==> config.mk <==
export PLATFORM = sky130hd
export DESIGN_NAME = reset_control_sequencer
export DESIGN_NICKNAME = d
export VERILOG_FILES = /design/src/rtl/rst_seq_pkg.sv /design/src/rtl/reset_control_sequencer.sv /design/src/rtl/pin_hold.sv
export SDC_FILE = /design/constraint.sdc
export NUM_CORES = 1
export LEC_CHECK = 0
export BUFFER_PORTS_ARGS = -buffer_cell sky130_fd_sc_hd__buf_2
export CAP_MARGIN = 20
export CORE_ASPECT_RATIO = 0.75
export CORE_MARGIN = 5
export CORE_UTILIZATION = 44
export CTS_CLUSTER_DIAMETER = 60
export DETAILED_ROUTE_END_ITERATION = 10
export PLACE_DENSITY_LB_ADDON = 0.15
export REMOVE_ABC_BUFFERS = 1
export SKIP_LAST_GASP = 1
export SYNTH_ARGS = -nofsm -noshare
export SYNTH_HDL_FRONTEND = slang
export SYNTH_HIERARCHICAL = 1
export SYNTH_SLANG_ARGS = --single-unit
==> constraint.sdc <==
create_clock -name CLK_I -period 1.5 [get_ports CLK_I]
set_input_delay 0.225 -clock CLK_I [delete_from_list [all_inputs] [get_ports CLK_I]]
set_output_delay 0.225 -clock CLK_I [all_outputs]
set_load 0.03 [all_outputs]
==> src/rtl/rst_seq_pkg.sv <==
// package for the reset control sequencer: constants and carrier types
// assumes a single 200 MHz system clock domain
package rst_seq_pkg;

  // clock period in picoseconds
  localparam int unsigned CLK_PERIOD_PS = 5000;

  // timer mode selection field: width and value after a clear
  localparam int unsigned TMODE_W       = 4;
  localparam logic [3:0]  TMODE_CLR     = 4'h0;
  // mode code that selects the 5 ms carry period
  localparam logic [3:0]  TMODE_FAST    = 4'h1;

  // carry pulse periods in milliseconds
  localparam int unsigned CARRY_SLOW_MS = 100;
  localparam int unsigned CARRY_FAST_MS = 5;

  // restart address after any reset
  localparam logic [15:0] START_ADDR    = 16'h0000;

  // number of pulse-width outputs
  localparam int unsigned PWM_N         = 4;

  // sequencer states
  typedef enum logic [1:0] {
    ST_RUN   = 2'b00,
    ST_WAIT  = 2'b01,
    ST_STOP  = 2'b10,
    ST_LOW   = 2'b11
  } seq_state_t;

  // internal reset signals, all active high inside the block
  typedef struct packed {
    logic forced_halt;
    logic ctrl_clear;
    logic core_init;
  } reset_bus_t;

  // display pin group
  typedef struct packed {
    logic red;
    logic green;
    logic blue;
    logic blank;
    logic hsync;
    logic vsync;
  } display_pins_t;

endpackage

==> src/rtl/reset_control_sequencer.sv <==
// reset control sequencer: forced halt, control clear and core init
// assumes wake pin, supply-low flag and carry pulse are synchronous to CLK_I
//
// Behaviour
// wake pin rising edge starts chip-enable reset
// after rise, init applied on next carry pulse; code asserts init at the rise and releases it on the carry
// power-on clears all registers, restart at zero
// chip-enable clears core and some registers
// forced halt on power-on and stop only
// control clear on power-on and stop only
// core init asserted for every reset kind
// stop instruction also activates reset logic
// supply-low release performs power-on reset
// stop disables display, colour outputs low
// stop drives all pulse-width outputs low
// stop: oscillator out high, input pulled low
// halt keeps display pins at held values
// stop clears timer mode to slow period
// plain chip-enable keeps timer mode unchanged
// forced halt held while wake pin low
// supply-low asserts all resets, stops oscillator
// supply-low and carry pulse sampled synchronously
`timescale 1ns/1ps
module reset_control_sequencer (
  // clock and reset
  input  wire logic                        CLK_I,
  input  wire logic                        RST_B_I,
  // reset sources
  input  wire logic                        WAKE_I,
  input  wire logic                        SUPPLY_LOW_FLAG_I,
  input  wire logic                        STOP_EXEC_I,
  input  wire logic                        CARRY_PULSE_I,
  // timer mode written by the core
  input  wire logic                        TMODE_WE_I,
  input  wire logic [3:0]                  TMODE_WD_I,
  // core halt instruction state and live pin values
  input  wire logic                        HALT_I,
  input  wire rst_seq_pkg::display_pins_t  DISP_I,
  input  wire logic [3:0]                  PWM_I,
  // internal resets
  output logic                             FORCED_HALT_SIGNAL_O,
  output logic                             CONTROL_REG_CLEAR_O,
  output logic                             CORE_INIT_O,
  output logic                             FULL_CLEAR_O,
  output logic [15:0]                      START_ADDR_O,
  // oscillator and timer mode
  output logic                             OSC_RUN_O,
  output logic [3:0]                       TMODE_O,
  output logic                             STOPPED_O,
  // pins
  output logic                             DISPLAY_ENABLE_FLAG_O,
  output rst_seq_pkg::display_pins_t       DISP_O,
  output logic [3:0]                       PWM_O,
  output logic                             XOUT_O,
  output logic                             XIN_PULLDOWN_O
);

  ////////////////////////////////////////////////////////////////////////
  // state

  rst_seq_pkg::seq_state_t state_r, state_nxt;
  rst_seq_pkg::reset_bus_t rst_r, rst_nxt;
  logic                    wake_r, wake_nxt;
  logic                    carry_r, carry_nxt;
  logic                    full_r, full_nxt;
  logic                    osc_r, osc_nxt;
  logic [3:0]              tmode_r, tmode_nxt;
  logic                    wake_rise;
  logic                    carry_rise;

  // edge detect on plain synchronous inputs
  assign wake_rise  = WAKE_I && !wake_r;
  assign carry_rise = CARRY_PULSE_I && !carry_r;

  ////////////////////////////////////////////////////////////////////////
  // sequencer next state
  // supply-low outranks stop, stop outranks a wake edge
  always_comb begin
    state_nxt = state_r;
    rst_nxt   = rst_r;
    full_nxt  = full_r;
    osc_nxt   = 1'b1;
    tmode_nxt = tmode_r;
    wake_nxt  = WAKE_I;
    carry_nxt = CARRY_PULSE_I;
    if (TMODE_WE_I && state_r == rst_seq_pkg::ST_RUN) begin
      tmode_nxt = TMODE_WD_I;
    end
    case (state_r)
      rst_seq_pkg::ST_RUN: begin
        rst_nxt = '0;
        if (STOP_EXEC_I) begin
          state_nxt = rst_seq_pkg::ST_STOP;
          rst_nxt   = '{forced_halt: 1'b1, ctrl_clear: 1'b1, core_init: 1'b1};
          full_nxt  = 1'b0;
          tmode_nxt = rst_seq_pkg::TMODE_CLR;
        end else if (wake_rise) begin
          state_nxt = rst_seq_pkg::ST_WAIT;
          rst_nxt   = '{forced_halt: 1'b0, ctrl_clear: 1'b0, core_init: 1'b1};
          full_nxt  = 1'b0;
        end
      end
      rst_seq_pkg::ST_STOP: begin
        osc_nxt = WAKE_I;
        if (wake_rise) begin
          state_nxt = rst_seq_pkg::ST_WAIT;
          rst_nxt.ctrl_clear = 1'b0;
        end
      end
      rst_seq_pkg::ST_WAIT: begin
        if (!WAKE_I && rst_r.forced_halt) begin
          state_nxt = rst_seq_pkg::ST_STOP;
        end else if (carry_rise) begin
          state_nxt = rst_seq_pkg::ST_RUN;
          rst_nxt   = '0;
        end
      end
      rst_seq_pkg::ST_LOW: begin
        // clock restarts the cycle after the flag drops; the override below
        // keeps it off for as long as the supply stays low
        osc_nxt = 1'b1;
        if (!SUPPLY_LOW_FLAG_I) begin
          state_nxt = rst_seq_pkg::ST_WAIT;
          rst_nxt   = '{forced_halt: 1'b1, ctrl_clear: 1'b0, core_init: 1'b0};
        end
      end
      default: begin
        state_nxt = rst_seq_pkg::ST_RUN;
        rst_nxt   = '0;
      end
    endcase
    if (SUPPLY_LOW_FLAG_I) begin
      state_nxt = rst_seq_pkg::ST_LOW;
      rst_nxt   = '{forced_halt: 1'b1, ctrl_clear: 1'b1, core_init: 1'b1};
      full_nxt  = 1'b1;
      osc_nxt   = 1'b0;
      tmode_nxt = rst_seq_pkg::TMODE_CLR;
    end
  end

  // sequencer registers; hardware reset behaves as a power-on clear
  always_ff @(posedge CLK_I or negedge RST_B_I) begin
    if (!RST_B_I) begin
      state_r <= rst_seq_pkg::ST_LOW;
      rst_r   <= '{forced_halt: 1'b1, ctrl_clear: 1'b1, core_init: 1'b1};
      full_r  <= 1'b1;
      osc_r   <= 1'b0;
      tmode_r <= rst_seq_pkg::TMODE_CLR;
      wake_r  <= 1'b0;
      carry_r <= 1'b0;
    end else begin
      state_r <= state_nxt;
      rst_r   <= rst_nxt;
      full_r  <= full_nxt;
      osc_r   <= osc_nxt;
      tmode_r <= tmode_nxt;
      wake_r  <= wake_nxt;
      carry_r <= carry_nxt;
    end
  end

  ////////////////////////////////////////////////////////////////////////
  // outputs

  logic stop_r;
  assign stop_r = (state_r == rst_seq_pkg::ST_STOP);

  assign FORCED_HALT_SIGNAL_O  = rst_r.forced_halt;
  assign CONTROL_REG_CLEAR_O   = rst_r.ctrl_clear;
  assign CORE_INIT_O           = rst_r.core_init;
  assign FULL_CLEAR_O          = full_r;
  assign START_ADDR_O          = rst_seq_pkg::START_ADDR;
  assign OSC_RUN_O             = osc_r;
  assign TMODE_O               = tmode_r;
  assign STOPPED_O             = stop_r;

  logic den_r;
  // display enable drops in stop; no display in stop
  always_ff @(posedge CLK_I or negedge RST_B_I) begin
    if (!RST_B_I) begin
      den_r <= 1'b0;
    end else begin
      den_r <= (state_nxt != rst_seq_pkg::ST_STOP);
    end
  end
  assign DISPLAY_ENABLE_FLAG_O = den_r;

  // pin holder keyed from registered state
  pin_hold u_pins (
    .CLK_I    (CLK_I),
    .RST_B_I  (RST_B_I),
    .halt_i   (HALT_I),
    .stop_i   (stop_r),
    .disp_i   (DISP_I),
    .pwm_i    (PWM_I),
    .disp_o   (DISP_O),
    .pwm_o    (PWM_O),
    .xout_o   (XOUT_O),
    .xin_pd_o (XIN_PULLDOWN_O)
  );

  ////////////////////////////////////////////////////////////////////////
  // checks

  wake_init_a: assert property (@(posedge CLK_I) disable iff (!RST_B_I)
    (state_r == rst_seq_pkg::ST_RUN && wake_rise && !STOP_EXEC_I && !SUPPLY_LOW_FLAG_I)
      |=> (CORE_INIT_O && !FORCED_HALT_SIGNAL_O && !CONTROL_REG_CLEAR_O))
    else $error("wake edge did not start chip-enable reset");

  carry_release_a: assert property (@(posedge CLK_I) disable iff (!RST_B_I)
    (state_r == rst_seq_pkg::ST_WAIT && carry_rise && WAKE_I && !SUPPLY_LOW_FLAG_I)
      |=> !CORE_INIT_O)
    else $error("carry pulse did not release reset");

  stop_all_a: assert property (@(posedge CLK_I) disable iff (!RST_B_I)
    (state_r == rst_seq_pkg::ST_RUN && STOP_EXEC_I && !SUPPLY_LOW_FLAG_I)
      |=> (FORCED_HALT_SIGNAL_O && CONTROL_REG_CLEAR_O && CORE_INIT_O && TMODE_O == 4'h0))
    else $error("stop did not raise all resets");

  ce_keep_mode_a: assert property (@(posedge CLK_I) disable iff (!RST_B_I)
    (state_r == rst_seq_pkg::ST_WAIT && !rst_r.forced_halt && !SUPPLY_LOW_FLAG_I)
      |=> $stable(TMODE_O))
    else $error("chip-enable reset altered timer mode");

  halt_low_a: assert property (@(posedge CLK_I) disable iff (!RST_B_I)
    (state_r == rst_seq_pkg::ST_STOP && !WAKE_I && !SUPPLY_LOW_FLAG_I)
      |=> FORCED_HALT_SIGNAL_O [*2])
    else $error("forced halt dropped while wake low");

  supply_low_a: assert property (@(posedge CLK_I) disable iff (!RST_B_I)
    SUPPLY_LOW_FLAG_I |=> (FULL_CLEAR_O && CONTROL_REG_CLEAR_O && !OSC_RUN_O))
    else $error("supply low did not clear all");

  por_release_a: assert property (@(posedge CLK_I) disable iff (!RST_B_I)
    (state_r == rst_seq_pkg::ST_LOW && !SUPPLY_LOW_FLAG_I)
      |=> (FORCED_HALT_SIGNAL_O && !CONTROL_REG_CLEAR_O && OSC_RUN_O))
    else $error("supply release did not enter wait");

  stop_pins_a: assert property (@(posedge CLK_I) disable iff (!RST_B_I)
    stop_r |=> (stop_r || $past(stop_r)) && (!stop_r || (PWM_O == 4'h0 && XOUT_O)))
    else $error("stop pins not forced");

  ////////////////////////////////////////////////////////////////////////
  // sequencing checks on the run, wait and stop states

  // mode write lands only while running
  tmode_write_a: assert property (@(posedge CLK_I) disable iff (!RST_B_I)
    (state_r == rst_seq_pkg::ST_RUN && TMODE_WE_I && !STOP_EXEC_I && !SUPPLY_LOW_FLAG_I)
      |=> (TMODE_O == $past(TMODE_WD_I)))
    else $error("timer mode write lost");

  // no release without a carry edge
  wait_hold_a: assert property (@(posedge CLK_I) disable iff (!RST_B_I)
    (state_r == rst_seq_pkg::ST_WAIT && !carry_rise && WAKE_I && !SUPPLY_LOW_FLAG_I)
      |=> ($stable(CORE_INIT_O) && $stable(FORCED_HALT_SIGNAL_O) && !STOPPED_O))
    else $error("reset released without carry edge");

  // quiet running keeps all resets low
  run_quiet_a: assert property (@(posedge CLK_I) disable iff (!RST_B_I)
    (state_r == rst_seq_pkg::ST_RUN && !STOP_EXEC_I && !wake_rise && !SUPPLY_LOW_FLAG_I)
      |=> !(FORCED_HALT_SIGNAL_O || CONTROL_REG_CLEAR_O || CORE_INIT_O))
    else $error("reset raised with no cause");

  // display off in every stop cycle
  stop_display_a: assert property (@(posedge CLK_I) disable iff (!RST_B_I)
    (state_r == rst_seq_pkg::ST_STOP) |-> !DISPLAY_ENABLE_FLAG_O)
    else $error("display enabled during stop");

  // stop always leaves the slow carry period selected
  stop_mode_a: assert property (@(posedge CLK_I) disable iff (!RST_B_I)
    (state_r == rst_seq_pkg::ST_STOP) |-> (TMODE_O == rst_seq_pkg::TMODE_CLR))
    else $error("timer mode not cleared in stop");

  // oscillator stays off in stop while the wake pin is low
  stop_osc_a: assert property (@(posedge CLK_I) disable iff (!RST_B_I)
    (state_r == rst_seq_pkg::ST_STOP && !WAKE_I && !SUPPLY_LOW_FLAG_I)
      |=> !OSC_RUN_O)
    else $error("oscillator ran with wake pin low");

  // wake edge in stop drops only the control clear
  stop_wake_a: assert property (@(posedge CLK_I) disable iff (!RST_B_I)
    (state_r == rst_seq_pkg::ST_STOP && wake_rise && !SUPPLY_LOW_FLAG_I)
      |=> (!CONTROL_REG_CLEAR_O && FORCED_HALT_SIGNAL_O && CORE_INIT_O))
    else $error("wake in stop left clear raised");

  // chip-enable reset is a partial clear from address zero
  ce_partial_a: assert property (@(posedge CLK_I) disable iff (!RST_B_I)
    (state_r == rst_seq_pkg::ST_RUN && wake_rise && !STOP_EXEC_I && !SUPPLY_LOW_FLAG_I)
      |=> (!FULL_CLEAR_O && START_ADDR_O == rst_seq_pkg::START_ADDR))
    else $error("chip-enable reset cleared everything");

  // stop instruction enters the stop state at once
  stop_enter_a: assert property (@(posedge CLK_I) disable iff (!RST_B_I)
    (state_r == rst_seq_pkg::ST_RUN && STOP_EXEC_I && !SUPPLY_LOW_FLAG_I)
      |=> (STOPPED_O && !DISPLAY_ENABLE_FLAG_O))
    else $error("stop instruction not taken");

endmodule

==> src/rtl/pin_hold.sv <==
// pin state holder for halt and clock-stop
// assumes the core presents live pin values every cycle
`timescale 1ns/1ps
module pin_hold (
  // clock and reset
  input  wire logic                       CLK_I,
  input  wire logic                       RST_B_I,
  // state
  input  wire logic                       halt_i,
  input  wire logic                       stop_i,
  // live values from the core
  input  wire rst_seq_pkg::display_pins_t disp_i,
  input  wire logic [3:0]                 pwm_i,
  // held pin values
  output rst_seq_pkg::display_pins_t      disp_o,
  output logic [3:0]                      pwm_o,
  output logic                            xout_o,
  output logic                            xin_pd_o
);

  rst_seq_pkg::display_pins_t disp_r, disp_nxt;
  logic [3:0]                 pwm_r, pwm_nxt;
  logic                       xout_r, xout_nxt;
  logic                       xpd_r, xpd_nxt;

  // next pin values; halt freezes, stop forces levels
  always_comb begin
    disp_nxt = disp_i;
    pwm_nxt  = pwm_i;
    xout_nxt = 1'b0;
    xpd_nxt  = 1'b0;
    if (stop_i) begin
      disp_nxt = '0;
      pwm_nxt  = '0;
      xout_nxt = 1'b1;
      xpd_nxt  = 1'b1;
    end else if (halt_i) begin
      disp_nxt = disp_r;
      pwm_nxt  = pwm_r;
    end
  end

  // registered outputs
  always_ff @(posedge CLK_I or negedge RST_B_I) begin
    if (!RST_B_I) begin
      disp_r <= '0;
      pwm_r  <= 4'h0;
      xout_r <= 1'b0;
      xpd_r  <= 1'b0;
    end else begin
      disp_r <= disp_nxt;
      pwm_r  <= pwm_nxt;
      xout_r <= xout_nxt;
      xpd_r  <= xpd_nxt;
    end
  end

  assign disp_o   = disp_r;
  assign pwm_o    = pwm_r;
  assign xout_o   = xout_r;
  assign xin_pd_o = xpd_r;

  // frozen display during halt
  hold_freeze_a: assert property (@(posedge CLK_I) disable iff (!RST_B_I)
    (halt_i && !stop_i && $past(halt_i)) |=> (disp_r == $past(disp_r)))
    else $error("display pins moved during halt");

endmodule

Word-level counts from Yosys, hierarchy flattened --
Cells that the tools add are included.
Storage, ports and cells: output and inout bits 39, logic and storage cells 69, bits in registers 25
Cells by class: equality and inequality tests 8, reductions and logical operators 14, mux-type cells 29
Operators by type and width (number):
- $mux 4 | 6
- $mux 3 | 4
- $mux 6 | 2
- $mux 2 | 5
- $mux 1 | 8
- $pmux 2 s4 | 1
- $ne 3x3->1 const B | 2
- $pmux 1 s3 | 2
- $reduce_and 3->1 | 2
- $eq 2x2->1 const B | 2
- $logic_and 1x1->1 | 4
- $pmux 1 s4 | 1
- $reduce_bool 4->1 | 1
- $logic_not 1->1 | 3
- $ne 3x2->1 const B | 1
- $reduce_bool 3->1 | 1
- $eq 2x1->1 const B | 1
- $logic_not 2->1 | 1
- $ne 2x1->1 const B | 1
- $ne 2x2->1 const B | 1
- $reduce_and 2->1 | 1
- $reduce_bool 2->1 | 1

Logic depth before layout (Yosys ltp) --
Gate-level depths: netlist of run 1.
depth in word-level cells 7, depth in mapped cells 5, gate-level depth less buffers 4

By module --
The synthesis of run 1 kept the hierarchy.
By module, submodules not included:
- reset_control_sequencer | times used 1, cells each 72, seq. area each 357.8 µm², area an instance 732.0 µm²
- pin_hold | times used 1, cells each 34, seq. area each 275.3 µm², area an instance 435.4 µm²

Worst setup path before layout of run 1 --
No wires, ideal clock.
kind register to register, start point reg state_r[1], end point reg u_pins.disp_r (netlist bit u_pins/disp_o[0]), stages on the path, launching flop included 5, period minus slack after synthesis 1.383 ns, arrival time 1.251 ns, path slack 0.117 ns, path through dfstp_2 nand2b_1 inv_1 buf_1 nor2_1
On the way: word-level cells in the longest chain between the ends 2, elaborated cells between the ends (all ways) 3
RTL lines:
- start: declaration | RTL line reset_control_sequencer.sv:61 | rst_seq_pkg::seq_state_t state_r, state_nxt;
- start signal: assignment | RTL line reset_control_sequencer.sv:144 | state_r <= rst_seq_pkg::ST_LOW;
- start signal: assignment | RTL line reset_control_sequencer.sv:152 | state_r <= state_nxt;
- $eq 2x2->1 (*) | RTL line reset_control_sequencer.sv:166 | assign stop_r = (state_r == rst_seq_pkg::ST_STOP);
- via STOPPED_O | RTL line reset_control_sequencer.sv:49 | output logic STOPPED_O,
- $ne 2x1->1 (no line) or $mux 6 (tied branches)
- end signal: assignment | RTL line pin_hold.sv:51 | disp_r <= disp_nxt;
- end: declaration | RTL line pin_hold.sv:21 | rst_seq_pkg::display_pins_t disp_r, disp_nxt;
Mark *: on every way through the listed nets, which the timed path passes. The rest lies on a longest branch. A chain may end at the register's enable or synchronous reset.

Final worst setup path of run 1 --
start point reg state_r[0], end point out STOPPED_O
On the way: word-level cells in the longest chain between the ends 1
RTL lines (RTL line):
- $eq 2x2->1 | reset_control_sequencer.sv:166
- end: declaration | reset_control_sequencer.sv:49
No other way between the ends.

==> flow_metrics.py, run 1 <==
metrics = {
    "yosys": {
        "ys_seq_area_share_pct": 54.2,
        "synth_area_um2": 1170,
        "synthSimpleGateAreaFrac_pct": 13.8,
        "ys_warn_count": 6,
        "synth.distinct_cells": 25,
        "synthTopCellsByCount": "19 x dfrtp_1, 18 x nor2_1, 17 x buf_4",
        "synth_top_area_share_pct": 40.7,
        "async_reset_ff_share_pct": 100,
        "synth-xor-area-share_pct": 0,
        "synth.most_common_cell": "dfrtp_1",
        "netlist_instances": 106,
        "synth-main-ff-cell": "dfrtp_1",
        "synth_enable_flop_cells": 0,
        "syn_area_per_cell_um2": 11.0,
        "synth_top_cell_by_area": "dfrtp_1",
        "synth-seq-cells": 25,
        "synth_top_family_by_area": "simple AND/OR/NAND/NOR gates",
        "synth_compound_area_share_pct": 6.65,
        "synth_top_cells_by_area": "dfrtp_1 41%, dfstp_2 14%, mux2i_1 12%",
        "synthAdderAreaFrac_pct": 0,
        "synthMuxAreaShare_pct": 12.0,
    },
    "power_and_ir_drop": {
        "p_leak_nw": 0.748,
        "total_power_mw": 1.54,
        "switching_power_mw": 0.546,
        "power.clock.fraction_pct": 20.0,
        "internal-power_mw": 0.990,
        "power_frac_seq_pct": 51.2,
        "ir_drop_mv": 0.550,
        "p_sw_share_pct": 35.5,
        "powerDensity_nw_per_um2": 1080,
        "comb_power_share_pct": 28.8,
    },
    "setup_path": {
        "required_ns": 1.27,
        "cpMaxStageDelayCell": "dfstp_2",
        "cp-end-kind": "output pin",
        "cpPeakStageDelay_ns": 0.57,
        "critPathTopFamily": "flip-flops",
        "path_cells": "nand2b_4 -> inv_2 -> buf_6",
        "critical_path_arrival_ns": 1.21,
        "crit_buf_inv": 2,
        "timing_worst_setup_path_type": "flop to output pin",
        "critPathLaunchType": "flop",
        "critPathMaxFanout": 4,
    },
    "timing": {
        "fin_worst_skew_ns": 0.000866,
        "hold_viol": 0,
        "rsz0062_at_grt": "no",
        "finalCriticalPeriod_ns": 1.43,
        "worstMarginPinSlew_ns": 0.539,
        "final-setup-viol-count": 0,
        "max_slew_margin_pct": 64.1,
        "fin_crit_sh_pct": 95.6,
        "maxSlewViolCount": 0,
        "tns_ns": 0,
        "timing.fmax_ghz": 0.698,
    },
    "die": {
        "core-area_um2": 2580,
        "io_pins": 61,
        "die_h_um": 54.6,
        "initial_core_util_pct": 45.2,
        "die-area_um2": 3790,
        "chipWidth_um": 69.5,
        "row_count": 16,
    },
    "clocking": {
        "cts_buffer_depth": 2,
        "h-tree-depth": 1,
        "cts_made_buffers": 3,
        "clk_pin_slew_ns": 0.13,
        "root_buffer": "clkbuf_4",
        "cts_tree": "yes",
        "clk_latency_ns": 0.32,
        "cts.sinks": 25,
    },
    "routing": {
        "drtIter0Drc": 13,
        "wl_mm": 2.34,
        "first_pass_iters": 4,
        "routed_via_density": 4.43,
        "routed-via-count": 842,
        "wire_per_inst_um": 12.3,
        "drc": 0,
        "ant_nets": 0,
    },
    "place": {
        "port_buffers": 44,
        "hpwl_mm": 1.77,
        "placed_area_um2": 1350,
        "place.gp.congestion": 0.814,
    },
    "global_routing": {
        "grt_pass1_vias": 819,
        "overflow": 0,
        "grt_util_all_layers_pct": 13.4,
        "grt_first_pass_wirelength_mm": 3.84,
        "grt_max_degree": 26,
        "antenna_found_initial": 0,
    },
    "layout": {
        "layout-drive-gt1-share_pct": 40.9,
        "design_area_um2": 1430,
        "area_growth_pct": 22.3,
        "n_fill_cell": 248,
        "final_nets": 177,
        "diodes": 0,
    },
    "run_status": {
        "status": "complete, no violations",
    },
    "hold_path": {
        "min_path_type": "input port to flop",
    },
    "run": {
        "max-cap-violations": 0,
    },
}
-- cells in the final DEF (no fill, tap or decap), drive strengths merged --
cell         netlist  final
clkbuf             0      3
o31ai              1      1
nor2              19     19
o21ai              3      3
dfstp              6      6
nand3              3      3
o22ai              3      3
mux2i             14     14
nand2              2      2
conb               1     16
or2                1      1
clkinvlp           0      1
and2               1      1
nand2b             3      3
inv                1      1
buf               20     47
nand3b             1      1
dlygate4sd3        0      2
a21oi              3      3
dfrtp             19     19
nor2b              3      3
a21o               2      2
-- state kept, by name, indices dropped and copies added, names as in the netlist, 2 cells and up --
register,flops
state_r,2
u_pins/disp_o,6
u_pins/pwm_o,4
TMODE_O,4
-- through the flow --
stage	instances	utilization (%)	hold WS, ns	setup slack (ns)
2_1_floorplan	101	-	-0.0706	0.157
3_3_place_gp	182	52.2	0.242	0.245
3_5_place_dp	182	52.2	0.246	0.226
4_1_cts	189	54.7	0.00110	0.00483
5_1_grt	190	55.3	0.0160	0.00497
6_report	190	55.3	0.0438	0.0664
-- routing by layer --
metal  track usage [%]  wire length (µm)
met4              5.84                22
met5                 0                 0
met2              21.7              1050
met1              15.6               978
met3              6.24               291
-- worst reg2reg max path, cell delays in order, from the launching register on --
cell and delay, ns:
dfstp_2 0.57, buf_4 0.14, nor2_2 0.05, a21o_1 0.22, or2_4 0.27, nand3_2 0.07
-- worst paths after layout --
path | start | end | slack [ns] | cells past startpoint
max in group asynchronous | RST_B_I | FORCED_HALT_SIGNAL_O$_DFFE_PN1P_ | 0.73 | 2
worst min register to register | FULL_CLEAR_O$_DFFE_PN1P_ | FULL_CLEAR_O$_DFFE_PN1P_ | 0.52 | 1
worst max register to register | state_r[0]$_DFF_PN1_ | DISPLAY_ENABLE_FLAG_O$_DFF_PN0_ | 0.13 | 5
min in group asynchronous | RST_B_I | TMODE_O[2]$_DFF_PN0_ | 0.40 | 2
worst max-delay path | state_r[0]$_DFF_PN1_ | STOPPED_O | 0.07 | 3
worst min-delay path | WAKE_I | wake_r$_DFF_PN0_ | 0.04 | 1
-- cell families (layout without fill, tap and decap cells) --
family / after synthesis / count (layout)
compound gates: 12 / 12
buf+inv: 21 / 54
flops: 25 / 25
mux: 14 / 14
other cells: 1 / 16
simple gates: 33 / 33
-- power by group through the flow --
stage / logic (mW) / registers [mW] / clock network, mW
4_1_cts: 0.440 / 0.788 / 0.325
2_1_floorplan: 0.162 / 0.922 / 0
6_report: 0.442 / 0.787 / 0.307
3_3_place_gp: 0.417 / 0.801 / 0
3_5_place_dp: 0.421 / 0.804 / 0
5_1_grt: 0.478 / 0.797 / 0.363
-- area by class of cell --
type	count	area, µm²	area share, %
sequential	25	633	44.3
clock buffer	3	22.5	1.58
inverter	1	3.75	0.263
clock inverter	1	7.51	0.526
tap	36	45.0	3.16
timing repair buffer	49	269	18.8
multi-input combinational	75	447	31.3
-- timing repair --
item | 4_1_cts | 5_1_grt
pin swaps | 0 | 0
hold buffers | 1 | 1
resized for setup | 2 | 2
hold endpoints to repair | 19 | 1
setup endpoints to repair | 1 | 1
buffers inserted | 2 | 0
gates cloned | 0 | 0
Power figures use the tool's default switching activity.
==> inputs of run 2 (changes only) <==
--- a/config.mk
+++ b/config.mk
@@ -5,6 +5,7 @@
 export SDC_FILE = /design/constraint.sdc
 export NUM_CORES = 1
 export LEC_CHECK = 0
+export ABC_AREA = 1
 export BUFFER_PORTS_ARGS = -buffer_cell sky130_fd_sc_hd__buf_2
 export CAP_MARGIN = 20
 export CORE_ASPECT_RATIO = 0.75
==> flow_metrics.py, run 2 <==
metrics = {
    "die": {
        "chipWidth_um": 70.6,
        "initial_core_util_pct": 46.1,
        "die_h_um": 55.4,
        "die-area_um2": 3910,
        "row_count": 16,
        "core-area_um2": 2620,
        "io_pins": 61,
    },
    "power_and_ir_drop": {
        "p_leak_nw": 0.835,
        "total_power_mw": 1.65,
        "ir_drop_mv": 0.747,
        "powerDensity_nw_per_um2": 1120,
    },
    "place": {
        "place.gp.congestion": 0.915,
        "port_buffers": 44,
        "hpwl_mm": 1.95,
        "placed_cells": 217,
    },
    "yosys": {
        "synth-seq-cells": 25,
        "synth.distinct_cells": 18,
        "async_reset_ff_share_pct": 100,
        "synth-main-ff-cell": "dfrtp_1",
        "synthSimpleGateAreaFrac_pct": 28.6,
        "netlist_instances": 139,
        "synth_enable_flop_cells": 0,
        "syn_area_per_cell_um2": 8.70,
        "synth_top_cell_by_area": "dfrtp_1",
        "synth_compound_area_share_pct": 3.83,
        "synthMuxAreaShare_pct": 0,
        "synth.most_common_cell": "nand2_1",
        "synth_area_um2": 1210,
        "synth-xor-area-share_pct": 0,
        "ys_warn_count": 6,
        "synthAdderAreaFrac_pct": 0,
        "ys_seq_area_share_pct": 52.3,
        "synthTopCellsByCount": "41 x nand2_1, 19 x dfrtp_1, 17 x buf_4",
        "synth_top_cells_by_area": "dfrtp_1 39%, dfstp_2 13%, nand2_1 13%",
        "synth_top_area_share_pct": 39.3,
        "synth_top_family_by_area": "simple AND/OR/NAND/NOR gates",
    },
    "timing": {
        "finalCriticalPeriod_ns": 1.46,
        "final-setup-viol-count": 0,
        "max_slew_margin_pct": 63.7,
        "timing.fmax_ghz": 0.687,
        "tns_ns": 0,
        "hold_viol": 0,
        "fin_worst_skew_ns": 0.000875,
        "maxSlewViolCount": 0,
        "worstMarginPinSlew_ns": 0.544,
        "fin_crit_sh_pct": 97.1,
        "hold_slack_ns": 0.0763,
    },
    "setup_path": {
        "rr_worst_depth": 7,
        "required_ns": 1.27,
        "critical_path_arrival_ns": 1.23,
        "cpPeakStageDelay_ns": 0.59,
        "critPathTopFamily": "flip-flops",
        "timing_worst_setup_path_type": "flop to output pin",
        "critPathLaunchType": "flop",
        "cpMaxStageDelayCell": "dfstp_2",
        "path_cells": "inv_2 -> nor2_2 -> clkbuf_4",
        "cp-end-kind": "output pin",
        "critPathMaxFanout": 5,
        "cp_num_cells": 3,
        "crit_buf_inv": 2,
    },
    "routing": {
        "routed-via-count": 1004,
        "first_pass_iters": 4,
        "drc": 0,
        "ant_nets": 0,
        "wire_per_inst_um": 11.5,
        "routed_via_density": 4.48,
        "wl_mm": 2.58,
        "drtIter0Drc": 33,
    },
    "layout": {
        "mostFrequentLayoutCells": "43 x buf_2, 41 x nand2_1, 19 x dfrtp_1",
        "multiInputGateArea_um2": 453,
        "final_cells": 224,
        "final_nets": 211,
        "n_fill_cell": 243,
        "seq_area_um2": 633,
        "diodes": 0,
        "layout-drive-gt1-share_pct": 37.8,
        "mostFrequentLayoutCell": "buf_2",
        "largest_reg_flops": 6,
        "area_growth_pct": 21.8,
    },
    "global_routing": {
        "grt_util_all_layers_pct": 12.9,
        "overflow": 0,
        "grt_pass1_vias": 969,
        "antenna_found_initial": 0,
        "grt_first_pass_wirelength_mm": 4.06,
        "grt_max_degree": 26,
    },
    "clocking": {
        "h-tree-depth": 1,
        "root_buffer": "clkbuf_8",
        "cts_made_buffers": 3,
        "cts.sinks": 25,
        "clk_pin_slew_ns": 0.08,
        "cts_tree": "yes",
        "cts_buffer_depth": 2,
        "clk_latency_ns": 0.26,
    },
    "hold_path": {
        "min_path_type": "input port to flop",
        "hold_depth": 1,
    },
    "run": {
        "max-cap-violations": 0,
    },
    "run_status": {
        "status": "complete, no violations",
    },
}
-- run 2: changes by cell type after synthesis, sizes merged, moves of 3 or more --
cell,previous run,this run
nor2b,3,0
mux2i,14,0
nand3,3,18
inv,1,11
nand2b,3,0
nand2,2,42
nor2,19,16
o22ai,3,0
-- run 2: per-layer routing --
layer  share of wire, %  vias to the layer above  GRT usage (%)
li1                   -                      502              -
met1                 41                      439           14.5
met2                 44                       57           21.1
met3                 14                        6           6.52
met4               0.89                        0           4.56
met5                  0                        -              0
-- run 2: area by class of cell --
type                            instances  share of cell area, %
Inverter                               11                   2.80
Clock buffer                            3                   2.80
Timing Repair Buffer                   48                   17.3
Sequential cell                        25                   43.0
Multi-Input combinational cell        100                   30.7
Clock inverter                          1                  0.340
Tap cell                               36                   3.06
-- run 2: logic make-up (layout without fill, tap and decap cells) --
kind of cell,Yosys count,in the layout
and+or+nand+nor,77,77
buffers and inverters,29,63
AOI/OAI and AO/OA,7,7
other,1,16
DFF,25,25
-- run 2: worst reg2reg max path: stages, from the launching register on --
cell	delay (ns)
dfstp_2	0.59
inv_2	0.04
nor2_2	0.12
buf_4	0.18
nand2_1	0.10
nand3_2	0.10
nand2_1	0.05
nand2_1	0.05
-- run 2: per-stage QoR --
step | area, µm² | worst slack, ns | utilization (%)
detailed placement | 1400 | 0.240 | 53.4
CTS | 1460 | 0.0167 | 55.5
global placement | 1400 | 0.273 | 53.4
finish | 1470 | 0.0441 | 56.2
global route | 1470 | -0.000194 | 56.2
floorplan | 1130 | 0.0267 | -
-- run 2: timing repair --
action / 4_1_cts / 5_1_grt
gates resized for setup: 0 / 1
hold buffers: 1 / 0
hold endpoints to repair: 19 / 0
setup buffers: 0 / 2
setup endpoints to repair: 0 / 1
-- run 2: final timing paths --
| kind | start | to | slack, ns |
|---|---|---|---|
| hold reg to reg | CORE_INIT_O$_DFFE_PN1P_ | CORE_INIT_O$_DFFE_PN1P_ | 0.46 |
| setup reg to reg | state_r[1]$_DFF_PN1_ | CORE_INIT_O$_DFFE_PN1P_ | 0.22 |
| max in group asynchronous | RST_B_I | state_r[0]$_DFF_PN1_ | 0.66 |
| min in group asynchronous | RST_B_I | TMODE_O[2]$_DFF_PN0_ | 0.47 |
| hold / removal | CARRY_PULSE_I | carry_r$_DFF_PN0_ | 0.08 |
| setup / recovery | state_r[1]$_DFF_PN1_ | STOPPED_O | 0.04 |
-- run 2: report_power, final --
part	internal [mW]	switching, mW
sequential	0.756	0.0403
clock	0.185	0.197
combinational	0.134	0.339
total	1.07	0.577
==> inputs of run 3 (changes only) <==
--- a/config.mk
+++ b/config.mk
@@ -6,11 +6,11 @@
 export NUM_CORES = 1
 export LEC_CHECK = 0
 export ABC_AREA = 1
-export BUFFER_PORTS_ARGS = -buffer_cell sky130_fd_sc_hd__buf_2
+export BUFFER_PORTS_ARGS = -buffer_cell sky130_fd_sc_hd__buf_4
 export CAP_MARGIN = 20
 export CORE_ASPECT_RATIO = 0.75
 export CORE_MARGIN = 5
-export CORE_UTILIZATION = 44
+export CORE_UTILIZATION = 40
 export CTS_CLUSTER_DIAMETER = 60
 export DETAILED_ROUTE_END_ITERATION = 10
 export PLACE_DENSITY_LB_ADDON = 0.15
==> constraint.sdc (replaced) <==
create_clock -name CLK_I -period 1.2 [get_ports CLK_I]
set_input_delay 0.18 -clock CLK_I [delete_from_list [all_inputs] [get_ports CLK_I]]
set_output_delay 0.18 -clock CLK_I [all_outputs]
set_load 0.03 [all_outputs]
==> flow_metrics.py, run 3 (synthesized netlist as in run 2, its figures left out) <==
metrics = {
    "run_status": {
        "status": "finished, violations left",
        "violations": "setup timing",
    },
    "routing": {
        "ant_nets": 0,
        "routed-via-count": 1066,
        "drtIter0Drc": 49,
        "wire_per_inst_um": 11.9,
        "first_pass_iters": 4,
        "drc": 0,
        "routed_via_density": 4.61,
        "wl_mm": 2.74,
    },
    "setup_path": {
        "path_cells": "inv_2 -> nor2_4 -> buf_6 -> buf_6",
        "cpMaxStageDelayCell": "dfstp_2",
        "timing_worst_setup_path_type": "flop to output pin",
        "rr_worst_depth": 7,
        "critPathMaxFanout": 2,
        "required_ns": 1.02,
        "critPathLaunchType": "flop",
        "critical_path.most_common_cell": "buf_6",
        "critical_path_arrival_ns": 1.17,
        "cpPeakStageDelay_ns": 0.55,
        "cp-end-kind": "output pin",
    },
    "clocking": {
        "cts_tree": "yes",
        "clk_pin_slew_ns": 0.09,
        "cts.sinks": 25,
        "cts_made_buffers": 3,
        "clk_latency_ns": 0.27,
        "h-tree-depth": 1,
        "root_buffer": "clkbuf_8",
        "cts_buffer_depth": 2,
    },
    "power_and_ir_drop": {
        "p_leak_nw": 0.904,
        "total_power_mw": 2.19,
        "powerDensity_nw_per_um2": 1320,
        "ir_drop_mv": 0.757,
    },
    "timing": {
        "hold_slack_ns": 0.0245,
        "fin_worst_skew_ns": 0.00378,
        "finalCriticalPeriod_ns": 1.35,
        "final-setup-viol-count": 8,
        "hold_viol": 0,
        "maxSlewViolCount": 0,
        "timing.fmax_ghz": 0.740,
        "fin_crit_sh_pct": 113,
        "worst_slack_ns": -0.152,
        "tns_ns": -0.453,
        "rsz0062_at_grt": "yes",
    },
    "hold_path": {
        "hold_depth": 1,
        "min_path_type": "input port to flop",
    },
    "layout": {
        "mostFrequentLayoutCells": "49 x buf_4, 40 x nand2_1, 19 x dfrtp_1",
        "mostFrequentLayoutCell": "buf_4",
        "final_cells": 231,
        "design_area_um2": 1670,
        "post-route-util_pct": 57.1,
        "layout-drive-gt1-share_pct": 42.0,
        "area_growth_pct": 37.6,
        "final_nets": 216,
        "diodes": 0,
        "largest_reg_flops": 6,
    },
    "global_routing": {
        "grt_util_all_layers_pct": 14.4,
        "overflow": 0,
        "grt_first_pass_wirelength_mm": 4.73,
        "grt_max_degree": 26,
        "antenna_found_initial": 0,
        "grt_pass1_vias": 1045,
    },
    "place": {
        "placed_area_um2": 1520,
        "placed_cells": 220,
        "place_ws_ns": -0.0278,
        "place.gp.congestion": 0.744,
        "hpwl_mm": 2.04,
        "port_buffers": 44,
    },
    "die": {
        "die_h_um": 57.6,
        "io_pins": 61,
        "initial_core_util_pct": 41.5,
        "row_count": 17,
        "core-area_um2": 2910,
        "die-area_um2": 4240,
        "chipWidth_um": 73.5,
    },
    "run": {
        "max-cap-violations": 0,
    },
}
run 3: layout make-up:
class / instances / area (µm²)
Sequential cell: 25 / 633
Fill cell: 262 / 1250
Multi-Input combinational cell: 101 / 494
Inverter: 11 / 43.8
Timing Repair Buffer: 52 / 400
Clock buffer: 3 / 41.3
Clock inverter: 1 / 5.00
Tap cell: 38 / 47.5
run 3: final timing paths:
check | startpoint | endpoint | slack, ns
max | state_r[1]$_DFF_PN1_ | STOPPED_O | -0.15
min in group asynchronous | RST_B_I | TMODE_O[1]$_DFF_PN0_ | 0.34
max in group asynchronous | RST_B_I | FORCED_HALT_SIGNAL_O$_DFFE_PN1P_ | 0.56
min | CARRY_PULSE_I | carry_r$_DFF_PN0_ | 0.02
min reg2reg | CORE_INIT_O$_DFFE_PN1P_ | CORE_INIT_O$_DFFE_PN1P_ | 0.46
max reg2reg | state_r[0]$_DFF_PN1_ | FORCED_HALT_SIGNAL_O$_DFFE_PN1P_ | -0.07
run 3: worst max-delay path: cells and delay by family (launching register included):
family | cells | cell delay, ns
flops | 1 | 0.55
buf+inv | 3 | 0.27
simple gates | 1 | 0.08
run 3: what timing repair did:
action                                  in CTS  in global routing
setup buffers                                5                  0
cloned                                       0                  1
endpoints found under the setup margin      13                 22
gates resized for setup                      5                  6
hold buffers                                 1                  0
endpoints found under the hold margin       19                  0
pin swaps                                    1                  4
run 3: per-layer routing:
metal | routed length, µm | global-route usage (%)
met5 | 0 | 0
met4 | 52 | 6.20
met3 | 208 | 3.99
met2 | 1380 | 23.7
met1 | 1100 | 17.6
run 3: power by group:
| group | switching, mW | leakage [nW] | total, mW | internal [mW] |
|---|---|---|---|---|
| sequential | 0.0504 | 0.300 | 0.995 | 0.945 |
| clock | 0.259 | 0.0255 | 0.491 | 0.232 |
| combinational | 0.450 | 0.578 | 0.703 | 0.254 |
| total | 0.759 | 0.904 | 2.19 | 1.43 |
